===== config.mk =====
export PLATFORM = sky130hd
export DESIGN_NAME = crcs_plat_flat
export DESIGN_NICKNAME = d
export VERILOG_FILES = /design/src/crcs_pkg.sv /design/src/crcs_if.sv /design/src/crcs_sync.sv /design/src/crcs_plat.sv /design/src/flat_wrapper.sv
export SDC_FILE = /design/constraint.sdc
export NUM_CORES = 1
export LEC_CHECK = 0
export ABC_AREA = 1
export BUFFER_PORTS_ARGS = -buffer_cell sky130_fd_sc_hd__buf_2
export CAP_MARGIN = 20
export CORE_MARGIN = 2
export CORE_UTILIZATION = 42
export CTS_CLUSTER_SIZE = 30
export DETAILED_ROUTE_END_ITERATION = 16
export PLACE_DENSITY = 0.64
export SYNTH_ARGS = -nofsm -noshare
export SYNTH_HDL_FRONTEND = slang
export SYNTH_SLANG_ARGS = --single-unit

===== constraint.sdc =====
create_clock -name mclk -period 2.5 [get_ports mclk]
set_input_delay 0.375 -clock mclk [delete_from_list [all_inputs] [get_ports mclk]]
set_output_delay 0.375 -clock mclk [all_outputs]
set_load 0.1 [all_outputs]

===== src/crcs_pkg.sv =====
// Shared constants and types for the reset and configuration sequencer
package crcs_pkg;

   // System clock period
   localparam longint MCLK_PS    = 64'd4000;
   localparam longint PS_PER_US  = 64'd1000000;
   localparam longint PS_PER_MS  = 64'd1000000000;

   // Power-good to reset release window, and reset pulse width
   localparam longint RST_MIN_MS  = 64'd1;
   localparam longint RST_MAX_MS  = 64'd10;
   localparam int     RST_MIN_CYC = int'((RST_MIN_MS * PS_PER_MS + MCLK_PS - 1) / MCLK_PS);
   localparam int     RST_MAX_CYC = int'((RST_MAX_MS * PS_PER_MS) / MCLK_PS);

   // Power-good low time and side-band pulse width, in bus clocks
   localparam logic [31:0] PG_OFF_MIN_CYC = 32'ha;
   localparam logic [1:0]  SB_MIN_CYC     = 2'h2;

   // Configuration strap setup and hold around reset release, in bus clocks
   localparam int          CFG_SETUP_CYC    = 4;
   localparam int          CFG_HOLD_MIN_CYC = 2;
   localparam int          CFG_HOLD_MAX_CYC = 20;
   localparam logic [31:0] CFG_HOLD_CYC     = 32'h4;

   // Throttle output least assertion time
   localparam longint THROT_MIN_US  = 64'd500;
   localparam int     THROT_MIN_CYC = int'((THROT_MIN_US * PS_PER_US + MCLK_PS - 1) / MCLK_PS);

   // Longest time from thermal shutdown to supply removal, in seconds
   localparam real    TRIP_MAX_S = 0.5;

   // Test clock: least period, derived half period, test reset length
   localparam longint     TCK_MIN_PS   = 64'd60000;
   localparam logic [3:0] TCK_HALF_CYC =
      4'((TCK_MIN_PS + 2 * MCLK_PS - 1) / (2 * MCLK_PS));
   localparam logic [1:0] TRST_MIN_TCK = 2'h2;
   localparam logic [2:0] TAP_RESET_TMS = 3'h5;

   // Identity word loaded into the test chain; value is arbitrary
   localparam logic [31:0] TAP_IDENT = 32'h0000_0a5b;

   // Strap widths: address 31..3, then bus request, soft init, management
   localparam int CFG_ADDR_W = 29;
   localparam int CFG_W      = CFG_ADDR_W + 3;

   // Platform power sequence states
   typedef enum logic [2:0] {
      PS_OFF  = 3'b000,
      PS_PWR  = 3'b001,
      PS_HOLD = 3'b011,
      PS_RUN  = 3'b010,
      PS_TRIP = 3'b110
   } crcs_pseq_t;

   // Platform test port states
   typedef enum logic [1:0] {
      TS_IDLE = 2'b00,
      TS_LOW  = 2'b01,
      TS_HIGH = 2'b11,
      TS_END  = 2'b10
   } crcs_tseq_t;

   // Device throttle states
   typedef enum logic [1:0] {
      TH_IDLE  = 2'b00,
      TH_ENTER = 2'b01,
      TH_HOLD  = 2'b11,
      TH_EXIT  = 2'b10
   } crcs_thr_t;

endpackage


===== src/crcs_if.sv =====
// Pin-level link between the processor end and the platform end
`timescale 1ns/1ps
interface crcs_if;
   import crcs_pkg::*;

   // Power and reset
   logic                  supply_ok_in;
   logic                  reset_n;
   // Reset configuration straps, active low
   logic [CFG_ADDR_W-1:0] cfg_addr_n;
   logic                  bus_request0_n;
   logic                  soft_init_n;
   logic                  mgmt_interrupt_n;
   // Thermal outputs
   logic                  thermal_throttle_n;
   logic                  thermal_shutdown_n;
   // Test port
   logic                  tck;
   logic                  tms;
   logic                  tdi;
   logic                  trst_n;
   logic                  tdo;

   modport dev (
      input  supply_ok_in, reset_n, cfg_addr_n, bus_request0_n, soft_init_n,
      input  mgmt_interrupt_n, tck, tms, tdi, trst_n,
      output thermal_throttle_n, thermal_shutdown_n, tdo
   );

   modport plat (
      output supply_ok_in, reset_n, cfg_addr_n, bus_request0_n, soft_init_n,
      output mgmt_interrupt_n, tck, tms, tdi, trst_n,
      input  thermal_throttle_n, thermal_shutdown_n, tdo
   );

endinterface


===== src/crcs_sync.sv =====
// Two-stage synchroniser for a group of asynchronous pins
`timescale 1ns/1ps
module crcs_sync #(
   parameter int           W    = 1,
   parameter logic [W-1:0] INIT = '0
) (
   // Clock and reset
   input  wire logic         mclk,
   input  wire logic         resetn,
   // Pins and their synchronised copy
   input  wire logic [W-1:0] d,
   output logic      [W-1:0] q
);

   logic [W-1:0] meta_ff;

   // First stage feeds only the second
   always_ff @(posedge mclk) begin
      if (!resetn) begin
         meta_ff <= INIT;
         q       <= INIT;
      end else begin
         meta_ff <= d;
         q       <= meta_ff;
      end
   end

endmodule


===== src/crcs_plat.sv =====
// Platform end: power-good, reset, straps, side-band pulses and test port
`timescale 1ns/1ps
module crcs_plat #(
   parameter int unsigned RST_CYC = crcs_pkg::RST_MIN_CYC
) (
   // Clock and reset
   input  wire logic                         mclk,
   input  wire logic                         resetn,
   // Pins
   crcs_if.plat                              pins,
   // Power control
   input  wire logic                         power_req,
   output logic                              vcore_en,
   output logic                              sys_ready,
   output logic                              tripped,
   output logic                              hot_seen,
   // Strap values, one means asserted
   input  wire logic [crcs_pkg::CFG_ADDR_W-1:0] strap_addr,
   input  wire logic                         strap_breq,
   input  wire logic                         strap_init,
   input  wire logic                         strap_mgmt,
   // Side-band requests, one-cycle pulses
   input  wire logic                         init_req,
   input  wire logic                         mgmt_req,
   // Test port requests
   input  wire logic                         tap_rst_req,
   input  wire logic                         tap_shift_req,
   input  wire logic                         tap_tms_in,
   input  wire logic                         tap_tdi_in,
   output logic                              tap_busy,
   output logic                              tap_done,
   output logic                              tap_tdo
);
   import crcs_pkg::*;

   typedef struct packed {
      crcs_pseq_t            st;
      logic [31:0]           cnt;
      logic                  vcore_en;
      logic                  supply_ok;
      logic                  rst_n;
      logic [CFG_ADDR_W-1:0] addr_n;
      logic                  breq_n;
      logic                  init_n;
      logic                  mgmt_n;
      logic [1:0]            init_cnt;
      logic [1:0]            mgmt_cnt;
      logic                  tripped;
      logic                  ready;
      logic                  hot;
      crcs_tseq_t            tst;
      logic [3:0]            half;
      logic [1:0]            per;
      logic                  tap_rst;
      logic                  tck;
      logic                  tms;
      logic                  tdi;
      logic                  trst_n;
      logic                  done;
      logic                  busy;
      logic                  tdo;
   } crcs_plat_st_t;

   crcs_plat_st_t st_ff;
   crcs_plat_st_t nxt_st;
   logic          throttle_s;
   logic          shutdown_s;
   logic          tdo_s;
   logic          drive_straps;

   // Processor outputs synchronised
   crcs_sync #(
      .W    (3),
      .INIT (3'h6)
   ) u_sync (
      .mclk   (mclk),
      .resetn (resetn),
      .d      ({pins.thermal_throttle_n, pins.thermal_shutdown_n, pins.tdo}),
      .q      ({throttle_s, shutdown_s, tdo_s})
   );

   // Stretch count for a side-band pulse
   function automatic logic [1:0] stretch(input logic req, input logic [1:0] cnt);
      if (req) begin
         stretch = SB_MIN_CYC;
      end else if (cnt != 2'h0) begin
         stretch = cnt - 2'h1;
      end else begin
         stretch = 2'h0;
      end
   endfunction

   // Power sequence next state
   always_comb begin
      nxt_st          = st_ff;
      nxt_st.hot      = ~throttle_s;
      nxt_st.done     = 1'b0;
      nxt_st.init_cnt = 2'h0;
      nxt_st.mgmt_cnt = 2'h0;
      drive_straps    = 1'b0;
      if (st_ff.cnt != 32'hffff_ffff) begin
         nxt_st.cnt = st_ff.cnt + 32'h1;
      end
      unique case (st_ff.st)
         PS_OFF: begin
            if (power_req && st_ff.cnt >= PG_OFF_MIN_CYC - 32'h1) begin
               nxt_st.st        = PS_PWR;
               nxt_st.cnt       = 32'h0;
               nxt_st.vcore_en  = 1'b1;
               nxt_st.supply_ok = 1'b1;
            end
         end
         PS_PWR: begin
            drive_straps = 1'b1;
            if (!power_req) begin
               nxt_st.st = PS_OFF;
            end else if (st_ff.cnt == 32'(RST_CYC - 1)) begin
               nxt_st.rst_n = 1'b1;
               nxt_st.st    = PS_HOLD;
               nxt_st.cnt   = 32'h0;
            end
         end
         PS_HOLD: begin
            drive_straps = 1'b1;
            if (!power_req) begin
               nxt_st.st = PS_OFF;
            end else if (st_ff.cnt == CFG_HOLD_CYC - 32'h1) begin
               nxt_st.st    = PS_RUN;
               nxt_st.ready = 1'b1;
            end
         end
         PS_RUN: begin
            nxt_st.init_cnt = stretch(init_req, st_ff.init_cnt);
            nxt_st.mgmt_cnt = stretch(mgmt_req, st_ff.mgmt_cnt);
            if (!power_req) begin
               nxt_st.st = PS_OFF;
            end
         end
         // Supply stays off until power is withdrawn
         PS_TRIP: begin
            if (!power_req) begin
               nxt_st.st  = PS_OFF;
               nxt_st.cnt = 32'h0;
            end
         end
         default: begin
            nxt_st.st = PS_OFF;
         end
      endcase
      if (!shutdown_s && st_ff.st != PS_OFF && st_ff.st != PS_TRIP) begin
         nxt_st.st      = PS_TRIP;
         nxt_st.tripped = 1'b1;
      end
      if (nxt_st.st == PS_OFF || nxt_st.st == PS_TRIP) begin
         if (st_ff.st != PS_OFF && st_ff.st != PS_TRIP) begin
            nxt_st.cnt = 32'h0;
         end
         nxt_st.vcore_en  = 1'b0;
         nxt_st.supply_ok = 1'b0;
         nxt_st.rst_n     = 1'b0;
         nxt_st.ready     = 1'b0;
      end
      if (nxt_st.st == PS_PWR) begin
         nxt_st.tripped = 1'b0;
      end
      if (drive_straps && nxt_st.st != PS_RUN && nxt_st.st != PS_OFF) begin
         nxt_st.addr_n = ~strap_addr;
         nxt_st.breq_n = ~strap_breq;
         nxt_st.init_n = ~strap_init;
         nxt_st.mgmt_n = ~strap_mgmt;
      end else begin
         nxt_st.addr_n = '1;
         nxt_st.breq_n = 1'b1;
         nxt_st.init_n = nxt_st.init_cnt == 2'h0;
         nxt_st.mgmt_n = nxt_st.mgmt_cnt == 2'h0;
      end

      // Test port engine
      unique case (st_ff.tst)
         TS_IDLE: begin
            if (tap_rst_req || tap_shift_req) begin
               nxt_st.tst     = TS_LOW;
               nxt_st.half    = 4'h0;
               nxt_st.tap_rst = tap_rst_req;
               nxt_st.per     = tap_rst_req ? TRST_MIN_TCK : 2'h1;
               nxt_st.tms     = tap_rst_req ? 1'b1 : tap_tms_in;
               nxt_st.tdi     = tap_tdi_in;
               nxt_st.trst_n  = ~tap_rst_req;
            end
         end
         TS_LOW: begin
            nxt_st.half = st_ff.half + 4'h1;
            if (st_ff.half == TCK_HALF_CYC - 4'h1) begin
               nxt_st.half = 4'h0;
               nxt_st.tck  = 1'b1;
               nxt_st.tdo  = tdo_s;
               nxt_st.tst  = TS_HIGH;
            end
         end
         TS_HIGH: begin
            nxt_st.half = st_ff.half + 4'h1;
            if (st_ff.half == TCK_HALF_CYC - 4'h1) begin
               nxt_st.half = 4'h0;
               nxt_st.tck  = 1'b0;
               nxt_st.per  = st_ff.per - 2'h1;
               nxt_st.tst  = (st_ff.per == 2'h1) ? TS_END : TS_LOW;
            end
         end
         TS_END: begin
            nxt_st.trst_n = 1'b1;
            nxt_st.done   = 1'b1;
            nxt_st.tst    = TS_IDLE;
         end
      endcase
      // Busy flag registered with the state
      nxt_st.busy = nxt_st.tst != TS_IDLE;
   end

   // State register
   always_ff @(posedge mclk) begin
      if (!resetn) begin
         st_ff        <= '0;
         st_ff.st     <= PS_OFF;
         st_ff.tst    <= TS_IDLE;
         st_ff.addr_n <= '1;
         st_ff.breq_n <= 1'b1;
         st_ff.init_n <= 1'b1;
         st_ff.mgmt_n <= 1'b1;
         st_ff.trst_n <= 1'b1;
      end else begin
         st_ff <= nxt_st;
      end
   end

   // Pin outputs
   assign pins.supply_ok_in     = st_ff.supply_ok;
   assign pins.reset_n          = st_ff.rst_n;
   assign pins.cfg_addr_n       = st_ff.addr_n;
   assign pins.bus_request0_n   = st_ff.breq_n;
   assign pins.soft_init_n      = st_ff.init_n;
   assign pins.mgmt_interrupt_n = st_ff.mgmt_n;
   assign pins.tck              = st_ff.tck;
   assign pins.tms              = st_ff.tms;
   assign pins.tdi              = st_ff.tdi;
   assign pins.trst_n           = st_ff.trst_n;

   // User outputs
   assign vcore_en  = st_ff.vcore_en;
   assign sys_ready = st_ff.ready;
   assign tripped   = st_ff.tripped;
   assign hot_seen  = st_ff.hot;
   assign tap_busy  = st_ff.busy;
   assign tap_done  = st_ff.done;
   assign tap_tdo   = st_ff.tdo;

endmodule


===== src/flat_wrapper.sv =====
// flat-port wrapper written by rule: the top's interface ports become plain ports
module crcs_plat_flat import crcs_pkg::*;
#(
   parameter int unsigned RST_CYC = crcs_pkg::RST_MIN_CYC
)
  (mclk, resetn, power_req, vcore_en, sys_ready, tripped, hot_seen, strap_addr, strap_breq, strap_init, strap_mgmt, init_req, mgmt_req, tap_rst_req, tap_shift_req, tap_tms_in, tap_tdi_in, tap_busy, tap_done, tap_tdo, pins_supply_ok_in, pins_reset_n, pins_cfg_addr_n, pins_bus_request0_n, pins_soft_init_n, pins_mgmt_interrupt_n, pins_tck, pins_tms, pins_tdi, pins_trst_n, pins_thermal_throttle_n, pins_thermal_shutdown_n, pins_tdo);
  crcs_if pins_i ();
  input  wire logic mclk;
  input  wire logic resetn;
  input  wire logic power_req;
  output logic vcore_en;
  output logic sys_ready;
  output logic tripped;
  output logic hot_seen;
  input  wire logic [crcs_pkg::CFG_ADDR_W-1:0] strap_addr;
  input  wire logic strap_breq;
  input  wire logic strap_init;
  input  wire logic strap_mgmt;
  input  wire logic init_req;
  input  wire logic mgmt_req;
  input  wire logic tap_rst_req;
  input  wire logic tap_shift_req;
  input  wire logic tap_tms_in;
  input  wire logic tap_tdi_in;
  output logic tap_busy;
  output logic tap_done;
  output logic tap_tdo;
  output wire logic [$bits(pins_i.supply_ok_in)-1:0] pins_supply_ok_in;
  output wire logic [$bits(pins_i.reset_n)-1:0] pins_reset_n;
  output wire logic [$bits(pins_i.cfg_addr_n)-1:0] pins_cfg_addr_n;
  output wire logic [$bits(pins_i.bus_request0_n)-1:0] pins_bus_request0_n;
  output wire logic [$bits(pins_i.soft_init_n)-1:0] pins_soft_init_n;
  output wire logic [$bits(pins_i.mgmt_interrupt_n)-1:0] pins_mgmt_interrupt_n;
  output wire logic [$bits(pins_i.tck)-1:0] pins_tck;
  output wire logic [$bits(pins_i.tms)-1:0] pins_tms;
  output wire logic [$bits(pins_i.tdi)-1:0] pins_tdi;
  output wire logic [$bits(pins_i.trst_n)-1:0] pins_trst_n;
  input wire logic [$bits(pins_i.thermal_throttle_n)-1:0] pins_thermal_throttle_n;
  input wire logic [$bits(pins_i.thermal_shutdown_n)-1:0] pins_thermal_shutdown_n;
  input wire logic [$bits(pins_i.tdo)-1:0] pins_tdo;
  assign pins_supply_ok_in = pins_i.supply_ok_in;
  assign pins_reset_n = pins_i.reset_n;
  assign pins_cfg_addr_n = pins_i.cfg_addr_n;
  assign pins_bus_request0_n = pins_i.bus_request0_n;
  assign pins_soft_init_n = pins_i.soft_init_n;
  assign pins_mgmt_interrupt_n = pins_i.mgmt_interrupt_n;
  assign pins_tck = pins_i.tck;
  assign pins_tms = pins_i.tms;
  assign pins_tdi = pins_i.tdi;
  assign pins_trst_n = pins_i.trst_n;
  assign pins_i.thermal_throttle_n = pins_thermal_throttle_n;
  assign pins_i.thermal_shutdown_n = pins_thermal_shutdown_n;
  assign pins_i.tdo = pins_tdo;
  crcs_plat #(.RST_CYC(RST_CYC)) u_core (.mclk(mclk), .resetn(resetn), .pins(pins_i), .power_req(power_req), .vcore_en(vcore_en), .sys_ready(sys_ready), .tripped(tripped), .hot_seen(hot_seen), .strap_addr(strap_addr), .strap_breq(strap_breq), .strap_init(strap_init), .strap_mgmt(strap_mgmt), .init_req(init_req), .mgmt_req(mgmt_req), .tap_rst_req(tap_rst_req), .tap_shift_req(tap_shift_req), .tap_tms_in(tap_tms_in), .tap_tdi_in(tap_tdi_in), .tap_busy(tap_busy), .tap_done(tap_done), .tap_tdo(tap_tdo));
endmodule

==> impl_results.md <==
* Status: finished clean
* Worst min path class: input port to flip-flop
* Drt via density at 4.683
* Final period utilization at 0.8954
* Rows at 37
* Cell variety after synth at 33
* Mux share of post-synthesis cell area at 0
* FMAX at 446.7 MHz
* Simple-gate share of the synthesized area at 0.3353
* Startpoint types: flip-flop
* Die area at 11600 sq um
* Max-Cap Viols at 0
* Xor and xnor area share after synthesis at 0.03685
* Synth Net Count at 665
* Skew final at 11.94 ps
* Switching share of total power at 0.2505
* Antenna violations before repair at 0
* Via count at 3835
* Seq cells post-synth at 97
* Element type at the critical path end: flip-flop
* Final Wtd Congestion at 0.9229
* Sink Count at 97
* Clock Tree Buf Depth at 2
* Core area at 10370 sq um
* Pwr Density at 549.2 nW/um^2
* Largest family of logic cells by synthesized area: simple AND/OR/NAND/NOR gates
* Combinational power share at 0.065
* Final Max Slew Viols at 0
* Mapped cell area at 4516 sq um
* DRT antenna net count at 0
* Max VDD drop at 0.2898 mV
* Ports at 89
* Lkg Pwr at 2.211 nW
* Vias in the first global route at 3594
* Worst skew pair latency at 360 ps
* Worst slew pin tran at 562.0 ps
* Htree depth at 3
* Synth Area in Adders at 0.01385
* CP required at 2750 ps
* Slew Limit Headroom at 0.6224
* Num CTS Buffers at 9
* DR pass1 iterations at 5
* Antenna fix cells at 0
* Top-area cell type share of the netlist area at 0.4300
* Clock root buffer master: clkbuf_8
* Final Hold Viols at 0
* Most frequent cells in the layout: 135 x nand2_1, 97 x dfxtp_1, 88 x buf_2
* DRT iter0 DRCs at 228
* Synth Area per Inst at 7.330 sq um
* GR Util All Layers at 0.1718
* Initial core utilization at 0.4354
* Pint at 2.097 mW
* Synthesized instance count at 616
* Ys Warns at 0
* Final Setup Violations at 0
* Fin util at 0.4912
* Area contributors post-synth: dfxtp_1 43%, nand2_1 11%, nor2_1 7.0%
* Reg clk slew, reported paths at 100 ps
* Layout area overhead at 12.80%
* Reg power frac at 0.566
* Die extent in y at 107.7 um
* Ratio of cells with drive above 1 in the final layout at 0.2372
* Total gr overflow at 0
* Buffers on Ports at 88
* Post-DP HPWL at 7.405 mm
* Final min period at 2238 ps
* Setup CP Type: flip-flop to flip-flop
* Setup TNS at 0 ps
* Largest net degree at the start of global routing at 33
* RSZ-0062 raised after global routing: false
* Avg WL per Cell at 12.10 um
* Crit Path Max Fanout at 10
* Setup bufs post-CTS at 0
* Drt drc at 0
* Post-synthesis sequential area ratio at 0.4300
* Cell taking the most area after synthesis: dfxtp_1
* Switching pwr at 0.7006 mW
* Routed wire length at 9.910 mm
* Filler cell count at 1064
* Post-synthesis compound-gate area fraction at 0.05569
* Clock share of power at 0.369
* # hold bufs at CTS at 0
* CTS tree: built
* Commonest non-fill, non-tap cell in the layout: nand2_1
* # nets final at 728
* Worst Path Arrival at 2490 ps
* First-pass GRT wire length at 16.06 mm
* Die X at 107.7 um
==> path summary, 6_finish.rpt <==
| kind | start | to | slack, ps | cells after the start |
|---|---|---|---|---|
| max | u_core.st_ff[58] | u_core.st_ff[84] | 260 | 11 |
| min | strap_addr[14] | u_core.pins.cfg_addr_n[14] | 160 | 2 |
| max reg2reg | u_core.st_ff[58] | u_core.st_ff[84] | 260 | 11 |
| min reg2reg | u_core.u_sync.q[2] | u_core.hot_seen | 390 | 1 |
==> cell families after synthesis <==
| kind of cell | after synthesis |
|---|---|
| AOI/OAI and AO/OA | 45 |
| xor gates and xnor gates | 19 |
| adders and majority gates | 5 |
| buffers and inverters | 117 |
| DFF | 97 |
| and+or+nand+nor | 333 |
==> registers in the layout, indices dropped and copies added (netlist names), 3 cells and up <==
name	flops
u_core.u_sync.meta_ff	3
u_core.u_sync.q	3
u_core.pins.cfg_addr_n	29
u_core.st_ff	47
==> synthesized netlist by cell type <==
library cell,count
a211oi_1,1
a21o_1,4
a21oi_1,17
a31oi_1,3
and2_1,2
buf_2,4
buf_4,30
buf_6,3
clkbuf_1,4
dfxtp_1,97
ha_1,5
inv_1,75
inv_2,1
nand2_1,135
nand2_2,4
nand3_1,28
nand3b_1,4
nand4_1,12
nor2_1,84
nor2_2,32
nor2_4,2
nor3_1,13
nor3b_1,2
nor3b_2,2
nor4_1,2
o211ai_1,1
o21ai_0,17
o221a_2,1
o22ai_1,1
or2_1,1
or2_2,10
xnor2_1,3
xor2_1,16
==> critical path, cell delays in order (launching register included) <==
cell,delay [ps]
dfxtp_1,430
ha_2,290
inv_1,90
nor2_4,190
nand2_2,120
nor2_4,140
nand3_1,100
nor2_1,180
nand2_2,210
nand2_1,150
xor2_1,170
nor2_2,60
==> per-layer routing <==
layer	track usage	part of all wire
met5	0	0
met4	0.05769	0.014
met3	0.03935	0.056
met1	0.2236	0.47
met2	0.2803	0.46
==> power by group through the flow <==
stage / registers [mW] / clock network (mW) / logic (mW)
2_1_floorplan: 1.66 / 0 / 0.0738
3_3_place_gp: 1.62 / 0 / 0.178
5_1_grt: 1.59 / 1.12 / 0.199
4_1_cts: 1.58 / 1.07 / 0.182
6_report: 1.58 / 1.03 / 0.181
3_5_place_dp: 1.62 / 0 / 0.181
==> per-stage QoR <==
step	hold slack, ps	instance area (sq um)	power (mW)	worst slack, ps	std cells
floorplan	368.2	4516	1.737	675.6	616
global placement	373.9	4877	1.794	145.0	803
detailed placement	385.8	4877	1.799	-36.48	803
CTS	138.2	5080	2.837	243.2	818
global route	134.5	5094	2.908	54.98	819
finish	156.5	5094	2.797	261.5	819
==> repair_timing <==
| action | CTS | global route |
|---|---|---|
| resized for setup | 1 | 2 |
| cloned | 0 | 1 |
| pin swaps | 0 | 1 |
| endpoints found under the setup margin | 6 | 16 |
==> cell type report <==
cell class                 instances  area, sq um  area share
multi-input combinational        403         2016      0.3957
clock buffer                       9        123.9     0.02432
tap                              136        170.2     0.03341
sequential                        97         1942      0.3812
clock inverter                     6        73.82     0.01449
timing repair buffer              92        483.0     0.09482
inverter                          76        285.3     0.05601
No activity file was read; power rests on OpenSTA's default activity.
